File: src/design/out_fault_pkg.sv
// constants shared by the discrete output fault control block
`default_nettype none
package out_fault_pkg;
	// ------------------------------------------------------------
	// geometry
	// ------------------------------------------------------------
	localparam int NUM_POINTS = 32;
	localparam int GROUP_POINTS = 16;
	localparam int NUM_GROUPS = 2;
	localparam int SYNC_W = NUM_POINTS + NUM_GROUPS + 2;
	// ------------------------------------------------------------
	// register offsets (byte addresses)
	// ------------------------------------------------------------
	localparam logic [7:0] OFS_OUT_CMD = 8'h00;
	localparam logic [7:0] OFS_CTRL = 8'h04;
	localparam logic [7:0] OFS_STATUS = 8'h08;
	localparam logic [7:0] OFS_EVENT = 8'h0c;
	localparam logic [7:0] OFS_FAULT = 8'h10;
	localparam logic [7:0] OFS_DRIVE = 8'h14;
	localparam logic [7:0] OFS_TIMEOUT = 8'h18;
	// ------------------------------------------------------------
	// field positions
	// ------------------------------------------------------------
	localparam int CTRL_HOLD_BIT = 0;
	localparam int CTRL_MODFLT_BIT = 1;
	localparam int ST_PWR_BIT = 0;
	localparam int ST_LOCK_BIT = 2;
	localparam int ST_SW_HOLD_BIT = 3;
	localparam int ST_MISMATCH_BIT = 4;
	localparam int ST_PROT_BIT = 5;
	localparam int ST_LOST_BIT = 7;
	localparam int ST_HOLDOFF_BIT = 8;
	localparam int EV_PWR_LOSS_BIT = 0;
	localparam int EV_INSERT_BIT = 2;
	localparam int EV_REMOVE_BIT = 3;
	localparam int EV_W = 4;
	// ------------------------------------------------------------
	// reset values
	// ------------------------------------------------------------
	localparam logic [31:0] OUT_CMD_RST = 32'h0000_0000;
	localparam logic [1:0] CTRL_RST = 2'h0;
	localparam logic [EV_W-1:0] EV_RST = 4'h0;
	// ------------------------------------------------------------
	// timing
	// ------------------------------------------------------------
	localparam int CLK_HZ = 25_000_000;
	localparam int COMM_LOSS_MS = 400;
	localparam int COMM_LOSS_CYCLES = COMM_LOSS_MS * (CLK_HZ / 1000);
	localparam int BLINK_MS = 250;
	localparam int BLINK_CYCLES = BLINK_MS * (CLK_HZ / 1000);
endpackage
`default_nettype wire

File: src/design/bit_sync.sv
// two-flop synchroniser bank for field-side status inputs
`default_nettype none
module bit_sync #(
	parameter int W = 1
) (
	// clock and reset
	input wire logic clk,
	input wire logic rst,
	input wire logic ce,
	// data
	input wire logic [W-1:0] d,
	output logic [W-1:0] q
);
	logic [W-1:0] stage1_r;

	always_ff @(posedge clk) begin
		if (rst) begin
			stage1_r <= '0;
			q <= '0;
		end else if (ce) begin
			stage1_r <= d;
			q <= stage1_r;
		end
	end
endmodule
`default_nettype wire

File: src/design/comm_watchdog.sv
// communication loss timer, restarted by each output data update
`default_nettype none
module comm_watchdog (
	// clock and reset
	input wire logic clk,
	input wire logic rst,
	input wire logic ce,
	// control
	input wire logic kick,
	input wire logic [31:0] limit,
	// status
	output logic lost
);
	logic [31:0] cnt_r;

	always_ff @(posedge clk) begin
		if (rst) begin
			cnt_r <= 32'h0;
			lost <= 1'b0;
		end else if (ce) begin
			if (kick) begin
				cnt_r <= 32'h0;
				lost <= 1'b0;
			end else if (cnt_r >= limit) begin
				lost <= 1'b1;
			end else begin
				cnt_r <= cnt_r + 32'h1;
			end
		end
	end
endmodule
`default_nettype wire

File: src/design/out_fault_ctrl.sv
// discrete output fault control: bus slave, output gating, faults and indicators
// Notes on behaviour
// - 32 outputs in two independently powered groups of 16, tracked per group.
// - each point flags a fault while its driver reports overcurrent or short.
// - report field power loss, group protection failure, block lock, mode mismatch.
// - point fault holds until driver stops reporting or point is commanded off.
// - after overload clears, output returns to its pre-fault commanded state.
// - point indicator green when on, yellow when faulted, dark when off.
// - group indicator green with power, yellow on group fault, dark without power.
// - block indicator green locked, red unlocked, blinking on module fault.
// - each lock change sends an inserted or removed message.
// - force off mode drives all outputs to zero on communication loss.
// - hold mode keeps last commanded outputs on loss while field power present.
// - default mode comes from upper switch: open forces off, left holds.
// - software default mode must match switch; mismatch raises a fault.
// - a module fault forces all outputs to zero.
// - field power loss reported, outputs off, kept off until fresh data.
// - without field power point indicators show the commanded state.
// - force off: outputs off within 400 ms of loss, indicators off.
// - hold mode: outputs held until new data, indicators off.
`default_nettype none
module out_fault_ctrl
	import out_fault_pkg::*;
#(
	parameter logic [31:0] COMM_TIMEOUT = 32'(COMM_LOSS_CYCLES),
	parameter logic [31:0] BLINK_HALF = 32'(BLINK_CYCLES)
) (
	// clock and reset
	input wire logic clk,
	input wire logic rst,
	input wire logic ce,
	// wishbone slave
	input wire logic wb_cyc_i,
	input wire logic wb_stb_i,
	input wire logic wb_we_i,
	input wire logic [7:0] wb_adr_i,
	input wire logic [3:0] wb_sel_i,
	input wire logic [31:0] wb_dat_i,
	output logic [31:0] wb_dat_o,
	output logic wb_ack_o,
	// field side status
	input wire logic [out_fault_pkg::NUM_POINTS-1:0] drv_fault,
	input wire logic [out_fault_pkg::NUM_GROUPS-1:0] field_pwr_good,
	input wire logic block_locked,
	input wire logic dip_upper_open,
	// outputs
	output logic [out_fault_pkg::NUM_POINTS-1:0] out_drive,
	// indicators
	output logic [out_fault_pkg::NUM_POINTS-1:0] point_led_green,
	output logic [out_fault_pkg::NUM_POINTS-1:0] point_led_yellow,
	output logic [out_fault_pkg::NUM_GROUPS-1:0] group_led_green,
	output logic [out_fault_pkg::NUM_GROUPS-1:0] group_led_yellow,
	output logic block_led_green,
	output logic block_led_red,
	// messages to the controller
	output logic block_inserted_message,
	output logic block_removed_message
);
	import out_fault_pkg::*;
	// ------------------------------------------------------------
	// functions
	// ------------------------------------------------------------
	function automatic logic [31:0] merge_bytes(input logic [31:0] old, input logic [31:0] nw,
		input logic [3:0] sel);
		logic [31:0] res;
		res = old;
		for (int i = 0; i < 4; i++) begin
			if (sel[i]) begin
				res[i*8 +: 8] = nw[i*8 +: 8];
			end
		end
		return res;
	endfunction

	function automatic logic [NUM_POINTS-1:0] group_mask(input logic [NUM_GROUPS-1:0] g);
		logic [NUM_POINTS-1:0] m;
		m = '0;
		for (int i = 0; i < NUM_POINTS; i++) begin
			m[i] = g[i / GROUP_POINTS];
		end
		return m;
	endfunction

	// ------------------------------------------------------------
	// synchronisers and switch
	// ------------------------------------------------------------
	logic [SYNC_W-1:0] sync_q;
	logic [NUM_POINTS-1:0] fault_s;
	logic [NUM_GROUPS-1:0] pwr_s;
	logic lock_s;
	logic sw_force_off;

	bit_sync #(.W(SYNC_W)) u_sync (
		.clk(clk),
		.rst(rst),
		.ce(ce),
		.d({dip_upper_open, block_locked, field_pwr_good, drv_fault}),
		.q(sync_q)
	);

	assign fault_s = sync_q[NUM_POINTS-1:0];
	assign pwr_s = sync_q[NUM_POINTS +: NUM_GROUPS];
	assign lock_s = sync_q[NUM_POINTS+NUM_GROUPS];
	assign sw_force_off = sync_q[NUM_POINTS+NUM_GROUPS+1];

	// ------------------------------------------------------------
	// wishbone slave
	// ------------------------------------------------------------
	logic req;
	logic wr;
	logic [31:0] cmd_r;
	logic [1:0] ctrl_r;
	logic [31:0] timeout_r;
	logic [EV_W-1:0] ev_r;
	logic [EV_W-1:0] ev_set;
	logic [EV_W-1:0] ev_nxt;
	logic [31:0] rd_nxt;
	logic [31:0] status;
	logic cmd_wr;
	logic [NUM_POINTS-1:0] point_fault_r;

	assign req = wb_cyc_i && wb_stb_i && !wb_ack_o;
	assign wr = req && wb_we_i;
	assign cmd_wr = wr && (wb_adr_i == OFS_OUT_CMD);

	always_ff @(posedge clk) begin
		if (rst) begin
			wb_ack_o <= 1'b0;
		end else if (ce) begin
			wb_ack_o <= req;
		end
	end

	always_ff @(posedge clk) begin
		if (rst) begin
			cmd_r <= OUT_CMD_RST;
			ctrl_r <= CTRL_RST;
			timeout_r <= COMM_TIMEOUT;
		end else if (ce && wr) begin
			if (wb_adr_i == OFS_OUT_CMD) begin
				cmd_r <= merge_bytes(cmd_r, wb_dat_i, wb_sel_i);
			end
			if (wb_adr_i == OFS_CTRL) begin
				ctrl_r <= 2'(merge_bytes({30'h0, ctrl_r}, wb_dat_i, wb_sel_i));
			end
			if (wb_adr_i == OFS_TIMEOUT) begin
				timeout_r <= merge_bytes(timeout_r, wb_dat_i, wb_sel_i);
			end
		end
	end

	always_comb begin
		unique case (wb_adr_i)
			OFS_OUT_CMD: rd_nxt = cmd_r;
			OFS_CTRL: rd_nxt = {30'h0, ctrl_r};
			OFS_STATUS: rd_nxt = status;
			OFS_EVENT: rd_nxt = {28'h0, ev_r};
			OFS_FAULT: rd_nxt = point_fault_r;
			OFS_DRIVE: rd_nxt = out_drive;
			OFS_TIMEOUT: rd_nxt = timeout_r;
			default: rd_nxt = 32'h0;
		endcase
	end

	always_ff @(posedge clk) begin
		if (rst) begin
			wb_dat_o <= 32'h0;
		end else if (ce && req && !wb_we_i) begin
			wb_dat_o <= rd_nxt;
		end
	end

	// ------------------------------------------------------------
	// communication watchdog
	// ------------------------------------------------------------
	logic comm_lost;
	comm_watchdog u_wdog (
		.clk(clk),
		.rst(rst),
		.ce(ce),
		.kick(cmd_wr),
		.limit(timeout_r),
		.lost(comm_lost)
	);

	// ------------------------------------------------------------
	// field power tracking and events
	// ------------------------------------------------------------
	logic [NUM_GROUPS-1:0] pwr_prev_r;
	logic [NUM_GROUPS-1:0] hold_off_r;
	logic lock_prev_r;

	always_ff @(posedge clk) begin
		if (rst) begin
			pwr_prev_r <= '0;
			lock_prev_r <= 1'b0;
			hold_off_r <= '1;
		end else if (ce) begin
			pwr_prev_r <= pwr_s;
			lock_prev_r <= lock_s;
			for (int g = 0; g < NUM_GROUPS; g++) begin
				if (!pwr_s[g]) begin
					hold_off_r[g] <= 1'b1;
				end else if (cmd_wr) begin
					hold_off_r[g] <= 1'b0;
				end
			end
		end
	end

	always_comb begin
		ev_set = '0;
		ev_set[EV_PWR_LOSS_BIT +: NUM_GROUPS] = pwr_prev_r & ~pwr_s;
		ev_set[EV_INSERT_BIT] = lock_s && !lock_prev_r;
		ev_set[EV_REMOVE_BIT] = !lock_s && lock_prev_r;
		ev_nxt = ev_r;
		if (wr && (wb_adr_i == OFS_EVENT) && wb_sel_i[0]) begin
			ev_nxt = ev_r & ~wb_dat_i[EV_W-1:0];
		end
		ev_nxt = ev_nxt | ev_set;
	end

	always_ff @(posedge clk) begin
		if (rst) begin
			ev_r <= EV_RST;
			block_inserted_message <= 1'b0;
			block_removed_message <= 1'b0;
		end else if (ce) begin
			ev_r <= ev_nxt;
			block_inserted_message <= ev_set[EV_INSERT_BIT];
			block_removed_message <= ev_set[EV_REMOVE_BIT];
		end
	end

	// ------------------------------------------------------------
	// output gating and faults
	// ------------------------------------------------------------
	logic module_fault;
	logic mismatch_r;
	logic [NUM_POINTS-1:0] pwr_ok_mask;
	logic [NUM_POINTS-1:0] drive_nxt;
	logic [NUM_GROUPS-1:0] grp_fault;

	assign module_fault = ctrl_r[CTRL_MODFLT_BIT];
	assign pwr_ok_mask = group_mask(pwr_s & ~hold_off_r);

	always_comb begin
		drive_nxt = cmd_r & pwr_ok_mask;
		if (module_fault) begin
			drive_nxt = '0;
		end
		if (comm_lost && sw_force_off) begin
			drive_nxt = '0;
		end
	end

	always_comb begin
		for (int g = 0; g < NUM_GROUPS; g++) begin
			grp_fault[g] = |point_fault_r[g*GROUP_POINTS +: GROUP_POINTS];
		end
	end

	always_ff @(posedge clk) begin
		if (rst) begin
			out_drive <= '0;
			point_fault_r <= '0;
			mismatch_r <= 1'b0;
		end else if (ce) begin
			out_drive <= drive_nxt;
			point_fault_r <= fault_s & cmd_r;
			mismatch_r <= ctrl_r[CTRL_HOLD_BIT] == sw_force_off;
		end
	end

	assign status = {22'h0, hold_off_r, comm_lost, grp_fault, mismatch_r, !sw_force_off,
		lock_s, pwr_s};

	// ------------------------------------------------------------
	// indicators
	// ------------------------------------------------------------
	logic [31:0] blink_cnt_r;
	logic blink_r;
	logic [NUM_POINTS-1:0] pwr_pt;
	assign pwr_pt = group_mask(pwr_s);

	always_ff @(posedge clk) begin
		if (rst) begin
			blink_cnt_r <= 32'h0;
			blink_r <= 1'b0;
		end else if (ce) begin
			if (blink_cnt_r >= BLINK_HALF - 32'h1) begin
				blink_cnt_r <= 32'h0;
				blink_r <= !blink_r;
			end else begin
				blink_cnt_r <= blink_cnt_r + 32'h1;
			end
		end
	end

	always_ff @(posedge clk) begin
		if (rst) begin
			point_led_green <= '0;
			point_led_yellow <= '0;
			group_led_green <= '0;
			group_led_yellow <= '0;
			block_led_green <= 1'b0;
			block_led_red <= 1'b0;
		end else if (ce) begin
			if (comm_lost) begin
				point_led_green <= '0;
				point_led_yellow <= '0;
				group_led_green <= '0;
				group_led_yellow <= '0;
				block_led_green <= 1'b0;
				block_led_red <= 1'b0;
			end else begin
				point_led_yellow <= point_fault_r & pwr_pt;
				point_led_green <= (drive_nxt & ~point_fault_r & pwr_pt)
					| (cmd_r & ~pwr_pt);
				group_led_yellow <= pwr_s & grp_fault;
				group_led_green <= pwr_s & ~grp_fault;
				block_led_green <= lock_s && !(module_fault && blink_r);
				block_led_red <= !lock_s && !(module_fault && blink_r);
			end
		end
	end
endmodule
`default_nettype wire

File: config.mk
export PLATFORM = sky130hd
export DESIGN_NAME = out_fault_ctrl
export DESIGN_NICKNAME = d
export VERILOG_FILES = /design/src/design/out_fault_pkg.sv /design/src/design/bit_sync.sv /design/src/design/comm_watchdog.sv /design/src/design/out_fault_ctrl.sv
export SDC_FILE = /design/constraint.sdc
export NUM_CORES = 1
export LEC_CHECK = 0
export ABC_CLOCK_PERIOD_IN_PS = 2400
export BUFFER_PORTS_ARGS = -buffer_cell sky130_fd_sc_hd__buf_2
export CAP_MARGIN = 20
export CORE_UTILIZATION = 25
export CTS_BUF_LIST = sky130_fd_sc_hd__clkbuf_4 sky130_fd_sc_hd__clkbuf_8
export DETAILED_ROUTE_END_ITERATION = 16
export HOLD_SLACK_MARGIN = 0.08
export SKIP_LAST_GASP = 1
export SLEW_MARGIN = 25
export SYNTH_ARGS = -nofsm -noshare
export SYNTH_HDL_FRONTEND = slang
export SYNTH_SLANG_ARGS = --single-unit
File: constraint.sdc
create_clock -name clk -period 2.4 [get_ports clk]
set_input_delay 0.36 -clock clk [delete_from_list [all_inputs] [get_ports clk]]
set_output_delay 0.36 -clock clk [all_outputs]
set_load 0.005 [all_outputs]
==> metrics, run 1 <==
DIE HEIGHT 260 um; top cells by area, synth dfxtp_1 (46%), a21oi_1 (5.6%), mux2i_1 (5.5%); Antenna Nets Post-Route 0; Synth async-reset ratio 0%; Max transition margin 48.4%; row count 94; VDD IR max 0.000398 V; number of fill cells 6779; dominant synthesized flop cell dfxtp_1; DRC 0; largest area contributor in the netlist dfxtp_1; total routed wirelength ~60 mm; Worst setup EP type flop; f_max between 300 and 400 MHz; 1st-iter DRT viols 1256; Clock Tree Root clkbuf_8; synth unique cells 69; total CTS buffers just under 70; Max Buffers Root-to-Sink 3; GRT Overall Usage about 17%; R2R setup slack -190 ps; power consumption 13.7 mW; Reg2Reg Launch Point u_wdog.cnt_r[0]; worst hold slack around 170 ps; r2r endpoint u_wdog.cnt_r[19]; H-tree lvl count 3; post-synthesis sequential area ratio 46.2%; crit path launch u_wdog.cnt_r[0]; Cells after Synth 1939; area of the die 67500 um^2; Final period util 108%; placed cell area 19500 um^2; Wirelength per Cell between 15 and 20 um; clock sinks 383; RSZ-0062 raised after global routing yes; failing checks negative setup slack; largest net degree at the start of global routing 124; initial antenna violation count 4; IO Count 223; core area 65700 um^2; HPWL Detailed 42.8 mm; Synth top area share between 40% and 50%; R2R depth 10; fin crit period between 2000 and 3000 ps; CP max FO 7; mapped cell area 16600 um^2; Post-Syn Nets 2059; port bufs 222; later-pin clock latency in the skew report 650 ps; Hold EP timeout_r[14]; Final Cell Area 22300 um^2; Final #Nets 2446; gpl congestion 0.868; FF+latch count, synth between 300 and 400; first-pass GRT wire length 90.2 mm; syn avg cell area 8.56 um^2; Die W between 200 and 300 um; hold depth 3; vias in the first global route roughly 15000; Via Count roughly 16000; DR pass1 iterations 5; FF+latch area 7690 um^2; crit path launch type flop; PwrDens 615 nW/um^2; Syn. warnings 0; vias per cell 4.88; Final Skew 35.0 ps; CP arrival 3130 ps; highest-count cells in the layout ignoring fill and taps dfxtp_1 (364), nor2_1 (226), nand2_1 (220), buf_2 (220), a21oi_1 (182); status complete, but fails checks; Max-Cap Viols 0; CP Class flop to flop; Hold WC Path Type input port to flop; hold path start wb_sel_i[1]; leakage 8.76 nW; Final Max Slew Viols 0; Critical Path RT between 2000 and 3000 ps; total gr overflow 0; area delta synth->final 34.5%; worst slew pin tran roughly 770 ps; fin worst setup slack -190 ps; EDFF count, synth 0; Finish-stage setup viols 23; Starting Density about a quarter; most common cell after layout, fill and taps aside dfxtp_1; endpoints failing hold 0; CTS clk-pin slew, worst paths 60 ps; CTS tree done; share of cells above drive strength 1 26.3%; Multi-input gate area between 8000 and 9000 um^2
-- area by class of cell --
type                       instances  area share (%)
multi-input combinational       1364            38.7
sequential                       383            34.4
timing repair buffer             457            14.6
clock buffer                     107            6.06
tap                              864            4.84
inverter                          51           0.868
clock inverter                    15           0.499
antenna                            3          0.0336
-- worst max-delay path by stage --
stage	depth (start not counted)	slack, ps	to
floorplan	9	0.2	u_wdog.cnt_r[9]
global placement	9	-210	u_wdog.cnt_r[24]
detailed placement	9	-210	u_wdog.cnt_r[5]
CTS	9	-130	u_wdog.cnt_r[23]
global route	9	-260	u_wdog.cnt_r[24]
finish	10	-190	u_wdog.cnt_r[19]
-- cell usage after synthesis, drive strengths merged (4+ instances only) --
| master | n |
|---|---|
| mux2 | 25 |
| and2 | 7 |
| o21ai | 48 |
| a211o | 8 |
| ha | 34 |
| a221o | 8 |
| a22oi | 66 |
| a21o | 30 |
| and4 | 4 |
| nand3 | 148 |
| nor3 | 21 |
| o31ai | 8 |
| nand4 | 26 |
| dfxtp | 383 |
| a32oi | 33 |
| a311o | 7 |
| nand2 | 221 |
| buf | 32 |
| o211ai | 6 |
| xnor2 | 19 |
| a221oi | 4 |
| or4 | 12 |
| a21oi | 186 |
| xor2 | 11 |
| nand2b | 6 |
| a31oi | 6 |
| nor2b | 7 |
| o22ai | 6 |
| nor2 | 228 |
| nor4 | 26 |
| inv | 51 |
| clkbuf | 109 |
| mux2i | 92 |
| and3 | 19 |
-- state kept, by name, indices dropped and copies added, names as in the netlist, 4 cells and up --
signal / count
blink_cnt_r: 32
point_led_green: 32
u_sync.q: 36
cmd_r: 32
point_led_yellow: 32
ev_r: 4
timeout_r: 32
u_sync.stage1_r: 36
wb_dat_o: 32
u_wdog.cnt_r: 32
out_drive: 32
point_fault_r: 32
-- through the flow --
stage          setup TNS (ps)  util [%]  setup WS (ps)  cells
2_1_floorplan               0         -          0.244   1939
3_3_place_gp            -3490      29.7           -207   3033
3_5_place_dp            -3550      29.7           -210   3033
4_1_cts                 -1110      33.4           -126   3235
5_1_grt                 -3240      34.0           -258   3244
6_report                -1830      34.0           -190   3244
-- layer usage --
layer  wire [um]  global-route usage [%]  vias to the layer above
met5          14                       0                        -
met4        1790                    5.83                        2
met3        4290                    4.34                      103
met2       27500                    27.2                      509
met1       26300                    23.0                     7509
li1            -                       -                     7705
-- cell families (layout without fill, tap and decap cells) --
logic type                 count (synthesis)  in the layout  synth area share, %
adders and majority gates                 34             34                 2.56
muxes                                    117            117                 7.24
other                                      0              3                    0
buffers and inverters                    192            630                 4.60
xor gates and xnor gates                  30             30                 1.58
DFF                                      383            383                 46.2
and+or+nand+nor                          743            743                 20.7
AOI/OAI and AO/OA                        440            440                 17.1
-- worst max-delay path: stages (launching register included) --
cell and delay, ps:
dfxtp_2 320, inv_2 70, ha_4 190, nand2b_4 130, a2111o_1 390, a311oi_4 370, a31oi_4 210, buf_4 200
buf_16 140, o31a_1 290, o21a_1 170
-- what timing repair did --
action	in CTS	in global routing
gates resized for setup	30	75
buffers inserted	9	7
gates cloned	1	0
hold buffers	71	0
endpoints found under the setup margin	26	76
endpoints found under the hold margin	106	0
pin swaps	11	40
-- report_power, final --
group	internal [mW]	switching [mW]
clock network	3.62	2.87
registers	6.43	0.0459
logic	0.309	0.467
total	10.4	3.39
Note: power is estimated with default switching activity, not from simulation.
==> inputs of run 2 (changes only) <==
Settings changed: ABC_AREA from default to 1, PLACE_DENSITY_LB_ADDON from default to 0.15.
==> run 2 against run 1 <==
The flow now finishes without violations. Synthesized cell count is 20% higher. Clock power is 6.3% higher. Setup slack better by 470 ps. Clock skew is 1.9 ps lower.
==> metrics, run 2 <==
status complete, no violations; Hold WC Path Type input port to flop; dominant synthesized flop cell dfxtp_1; row count 95 (+1.1%); synth unique cells 42 (-39%); IO Count 223 (unchanged); Wirelength per Cell 18.2 um (-1.6%); Max-Cap Viols 0 (unchanged); highest-count cells in the layout ignoring fill and taps nand2_1 (445), dfxtp_1 (383), nor2_1 (287), a21oi_1 (286), buf_2 (220); r2r endpoint u_wdog.cnt_r[23]; Die W 262 um (+1.0%); Antenna Nets Post-Route 0 (unchanged); share of cells above drive strength 1 17.1% (-9.2 points); total CTS buffers 72 (+4.3%); Reg2Reg Launch Point timeout_r[6]; DIE HEIGHT 262 um (+1.0%); EDFF count, synth 0 (unchanged); R2R depth 13 (+3); top-count cell post-synth nand2_1; largest area contributor in the netlist dfxtp_1; Via Count 16800 (+6.1%); area of the die 68800 um^2 (+2.0%); total routed wirelength 64.4 mm (+7.4%); clock sinks 383 (unchanged); CP arrival 2670 ps (-460 ps); DR pass1 iterations 5 (unchanged); Finish-stage setup viols 0 (-100%); Synth top cells by count nand2_1 (446), dfxtp_1 (383), nor2_1 (288); placed cell area 19100 um^2 (-2.2%); Synth top area share 45.2% (-0.93 points); total gr overflow 0 (unchanged); FF+latch count, synth 383 (unchanged); core area 67200 um^2 (+2.1%); Final Skew 33.2 ps (-1.88 ps); H-tree lvl count 3 (unchanged); final std cells w/o fill 3542 (+9.2%); later-pin clock latency in the skew report 660 ps (about the same); Worst setup EP type flop; most common cell after layout, fill and taps aside nand2_1; setup TNS 0 ps (+1830 ps); Hold EP wb_ack_o; vias in the first global route 15900 (+8.5%); hold depth 7 (+4); Cells after Synth 2326 (+20%); endpoints failing hold 0 (unchanged); CP Class flop to flop; post-synthesis sequential area ratio 45.2% (-0.93 points); HPWL Detailed 47.3 mm (+10%); Final #Nets 2734 (+12%); VDD IR max 0.000330 V (-17%); worst slew pin tran 698 ps (-69.1 ps); Post-Syn Nets 2446 (+19%); Final Max Slew Viols 0 (unchanged); hold path start wb_stb_i; mapped cell area 16900 um^2 (+2.1%); port bufs 222 (unchanged); fin worst setup slack 283 ps (+473 ps); leakage 8.37 nW (-4.5%); power consumption 14.5 mW (+5.7%); Setup Buffers After CTS 0 (-9); Clock Tree Root clkbuf_8; PwrDens 681 nW/um^2 (+11%); Final period util 88.2% (-20 points); 1st-iter DRT viols 1068 (-15%); f_max 472 MHz (+22%); Synth async-reset ratio 0% (unchanged); Final Cell Area 21300 um^2 (-4.4%); Final Core Density 31.8% (-2.2 points); worst hold slack 171 ps (-2.44 ps); largest net degree at the start of global routing 128 (+3.2%); gpl congestion 0.859 (-0.98%); fin crit period 2120 ps (-473 ps); syn avg cell area 7.29 um^2 (-15%); Syn. warnings 0 (unchanged); crit path launch type flop; top cells by area, synth dfxtp_1 (45%), nand2_1 (9.9%), a21oi_1 (8.4%); GRT Overall Usage 18.2% (+0.90 points); R2R setup slack 280 ps (+470 ps); Starting Density 25.2% (about the same); CTS clk-pin slew, worst paths 60 ps (about the same); CTS tree done; Max transition margin 53.5% (+5.1 points); Critical Path RT 2960 ps (+20 ps); area delta synth->final 25.9%; top flop regs u_sync.q x36, u_sync.stage1_r x36; initial antenna violation count 2 (-2); pre-CTS setup slack 219 ps (+429 ps); first-pass GRT wire length 97.7 mm (+8.4%); CP max FO 18 (+11); Placed Instances 3343 (+10%); RSZ-0062 raised after global routing no; Max Buffers Root-to-Sink 3 (unchanged); vias per cell 4.74 (-2.8%); DRC 0 (unchanged)
-- run 2: final cells by class --
cell class | instances | area [um^2]
clock inverter | 15 | 146
fill | 7330 | 45800
timing repair buffer | 343 | 2320
antenna | 4 | 10.0
clock buffer | 110 | 1400
tap | 873 | 1090
multi-input combinational | 1603 | 7910
sequential | 383 | 7670
inverter | 211 | 801
-- run 2: where the power goes --
part / internal (mW) / switching (mW)
sequential: 6.53 / 0.156
combinational: 0.339 / 0.611
clock: 3.94 / 2.96
total: 10.8 / 3.72
-- run 2: layer usage --
layer | vias up | routed length (um) | GRT usage (%)
li1 | 8294 | - | -
met1 | 7966 | 32400 | 26.5
met2 | 462 | 27900 | 27.7
met3 | 69 | 3130 | 2.83
met4 | 0 | 1020 | 5.12
met5 | - | 0 | 0
-- run 2: worst max path at each step --
stage	end	startpoint	cells after the start	slack, ps
after floorplan	u_wdog.cnt_r[8]	u_wdog.cnt_r[5]	13	620
after global placement	u_wdog.cnt_r[14]	wb_adr_i[6]	14	220
after detailed placement	u_wdog.cnt_r[14]	wb_adr_i[6]	14	220
after CTS	u_wdog.cnt_r[23]	timeout_r[29]	10	220
after global routing	u_wdog.cnt_r[26]	timeout_r[29]	11	60
final	u_wdog.cnt_r[23]	timeout_r[6]	13	280
-- run 2: logic make-up after synthesis --
group	after synthesis	share of synthesized area [%]
adder cells (fa/ha/maj)	34	2.51
buffers and inverters	340	8.16
flip-flops	383	45.2
XOR/XNOR	38	1.96
AO/OA/AOI/OAI	624	19.7
AND/OR/NAND/NOR	907	22.4
-- run 2: critical path, stage by stage, from the launching register on --
cell     delay (ps)
dfxtp_1         310
inv_1           110
ha_1            300
nand2_1          60
nor2_1          160
nand2_1         110
nor2_1          100
nor2_1           50
nand2_1          50
nand2_1         110
nand3_4         120
buf_4           260
nand3_1          90
a21oi_1         170
-- run 2: timing repair --
item / CTS / global route
gates resized for setup: 0 / 1
endpoints found under the setup margin: 0 / 2
hold buffers: 70 / 0
endpoints found under the hold margin: 113 / 0
==> inputs of run 3 (changes only) <==
Settings changed: CORE_ASPECT_RATIO from default to 0.6.
==> run 3 against run 2 <==
First-iteration DRC count is 15% higher. Cell count is 0.31% higher. Global-route usage is 0.63 points higher. Maximum frequency is 7.3% lower. Non-clock buffer count stayed put. Die area hardly changed. Via count is 0.45% lower. Critical path depth is 3 lower. Power is 3.2% lower. Cell area is 0.47% lower. Routed wire length is 2.5% higher. Sequential power is 0.6% lower. Critical path type unchanged. Critical endpoint is now u_wdog.cnt_r[3].
==> metrics, run 3 (synthesized netlist as in run 2, its figures left out) <==
status complete, no violations; top cell family by delay on the critical path compound AO/OA/AOI/OAI gates; Crit-path slowest cell dfxtp_1; CTS clk-pin slew, worst paths 60 ps (about the same); Final Skew 32.9 ps (-0.217 ps); FF+latch area 7670 um^2 (about the same); setup TNS 0 ps (unchanged); f_max 438 MHz (-7.3%); HPWL Detailed 47.9 mm (+1.5%); port bufs 222 (unchanged); most common cell after layout, fill and taps aside nand2_1; Final #Nets 2730 (-0.15%); PwrDens 662 nW/um^2 (-2.7%); Clock Tree Root clkbuf_8; total gr overflow 0 (unchanged); total CTS buffers 67 (-6.9%); Hold WC Path Type input port to flop; 1st-iter DRT viols 1227 (+15%); worst slew pin tran 758 ps (+59.8 ps); area delta synth->final 25.4%; fin crit period 2280 ps (+166 ps); core area 66600 um^2 (-0.85%); Final Max Slew Viols 0 (unchanged); Wirelength per Cell 18.6 um (+2.2%); gpl congestion 0.925 (+7.7%); Via Count 16700 (-0.45%); area of the die 68900 um^2 (about the same); number of fill cells 7216 (-1.6%); highest-count cells in the layout ignoring fill and taps nand2_1 (445), dfxtp_1 (382), a21oi_1 (286), nor2_1 (285), buf_2 (220); final std cells w/o fill 3553 (+0.31%); Antenna Cells 0 (-4); Die W 338 um (+29%); CP arrival 2830 ps (+160 ps); Setup Buffers After CTS 0 (unchanged); CP Class flop to flop; CP max FO 17 (-1); Max transition margin 48.9% (-4.5 points); vias in the first global route 16300 (+2.2%); VDD IR max 0.000285 V (-14%); share of cells above drive strength 1 16.8% (-0.26 points); Max Buffers Root-to-Sink 3 (unchanged); later-pin clock latency in the skew report 640 ps (-20 ps); pre-CTS setup slack 46.3 ps (-172 ps); top flop regs u_sync.q x36, u_sync.stage1_r x36; total routed wirelength 66.0 mm (+2.5%); H-tree lvl count 3 (unchanged); Critical Path RT 2950 ps (about the same); fin worst setup slack 117 ps (-166 ps); initial antenna violation count 0 (-2); placed cell area 19100 um^2 (+0.24%); clock sinks 383 (unchanged); row count 73 (-23%); worst hold slack 191 ps (+19.8 ps); largest net degree at the start of global routing 133 (+3.9%); CTS tree done; leakage 8.30 nW (-0.84%); Multi-input gate area 7930 um^2 (+0.21%); power consumption 14.1 mW (-3.2%); Finish-stage setup viols 0 (unchanged); Cell Chain, Critical Path ha_1, a21oi_1, o21a_1, nand2_1, a21oi_2, buf_4, nand3_4, nand2_4, nand2_1, a21oi_1; Max-Cap Viols 0 (unchanged); Starting Density 25.5% (+0.22 points); Antenna Nets Post-Route 0 (unchanged); Final Cell Area 21200 um^2 (-0.47%); Final Core Density 31.9% (+0.12 points); IO Count 223 (unchanged); Placed Instances 3370 (+0.81%); DR pass1 iterations 5 (unchanged); Worst setup EP type flop; endpoints failing hold 0 (unchanged); CP bufs+invs 1 (-1); GRT Overall Usage 18.9% (+0.63 points); RSZ-0062 raised after global routing no; Final period util 95.1% (+6.9 points); vias per cell 4.70 (-0.76%); DIE HEIGHT 204 um (-22%); Critical Path Max Stage Delay 450 ps (+140 ps); first-pass GRT wire length 99.4 mm (+1.7%); DRC 0 (unchanged); crit path launch type flop
-- run 3: repair_timing --
action,4_1_cts,5_1_grt
endpoints found under the setup margin,0,30
hold buffers,70,0
hold endpoints to repair,120,0
resized for setup,0,5
-- run 3: area by class of cell --
type | instances | area share, %
multi-input combinational | 1604 | 37.3
timing repair buffer | 343 | 11.0
inverter | 211 | 3.77
clock buffer | 104 | 6.12
tap | 900 | 5.30
clock inverter | 8 | 0.424
sequential | 383 | 36.1
-- run 3: power by group --
group / switching [mW] / internal (mW)
Clock: 2.83 / 3.63
Combinational: 0.614 / 0.349
Sequential: 0.122 / 6.52
-- run 3: worst reg2reg max path: cells and delay by family (launching register included) --
kind	cells	cell delay, ps
simple gates	4	640
compound gates	4	630
flops	1	450
fa+ha+maj	1	290
buf+inv	1	190
-- run 3: metal layers --
| metal | routed length, um | track usage, % | vias up |
|---|---|---|---|
| met5 | 0 | 0 | - |
| met4 | 1070 | 4.55 | 0 |
| met3 | 4550 | 4.87 | 77 |
| met2 | 29400 | 29.7 | 457 |
| met1 | 31000 | 25.6 | 7939 |
| li1 | - | - | 8242 |
-- run 3: worst paths after layout --
kind / from / to / slack (ps) / cells past startpoint
worst max-delay path: u_wdog.cnt_r[29] / u_wdog.cnt_r[3] / 120 / 10
worst min-delay path: wb_sel_i[0] / ctrl_r[1] / 190 / 4
worst max register to register: u_wdog.cnt_r[29] / u_wdog.cnt_r[3] / 120 / 10
worst min register to register: blink_cnt_r[31] / blink_cnt_r[31] / 440 / 2
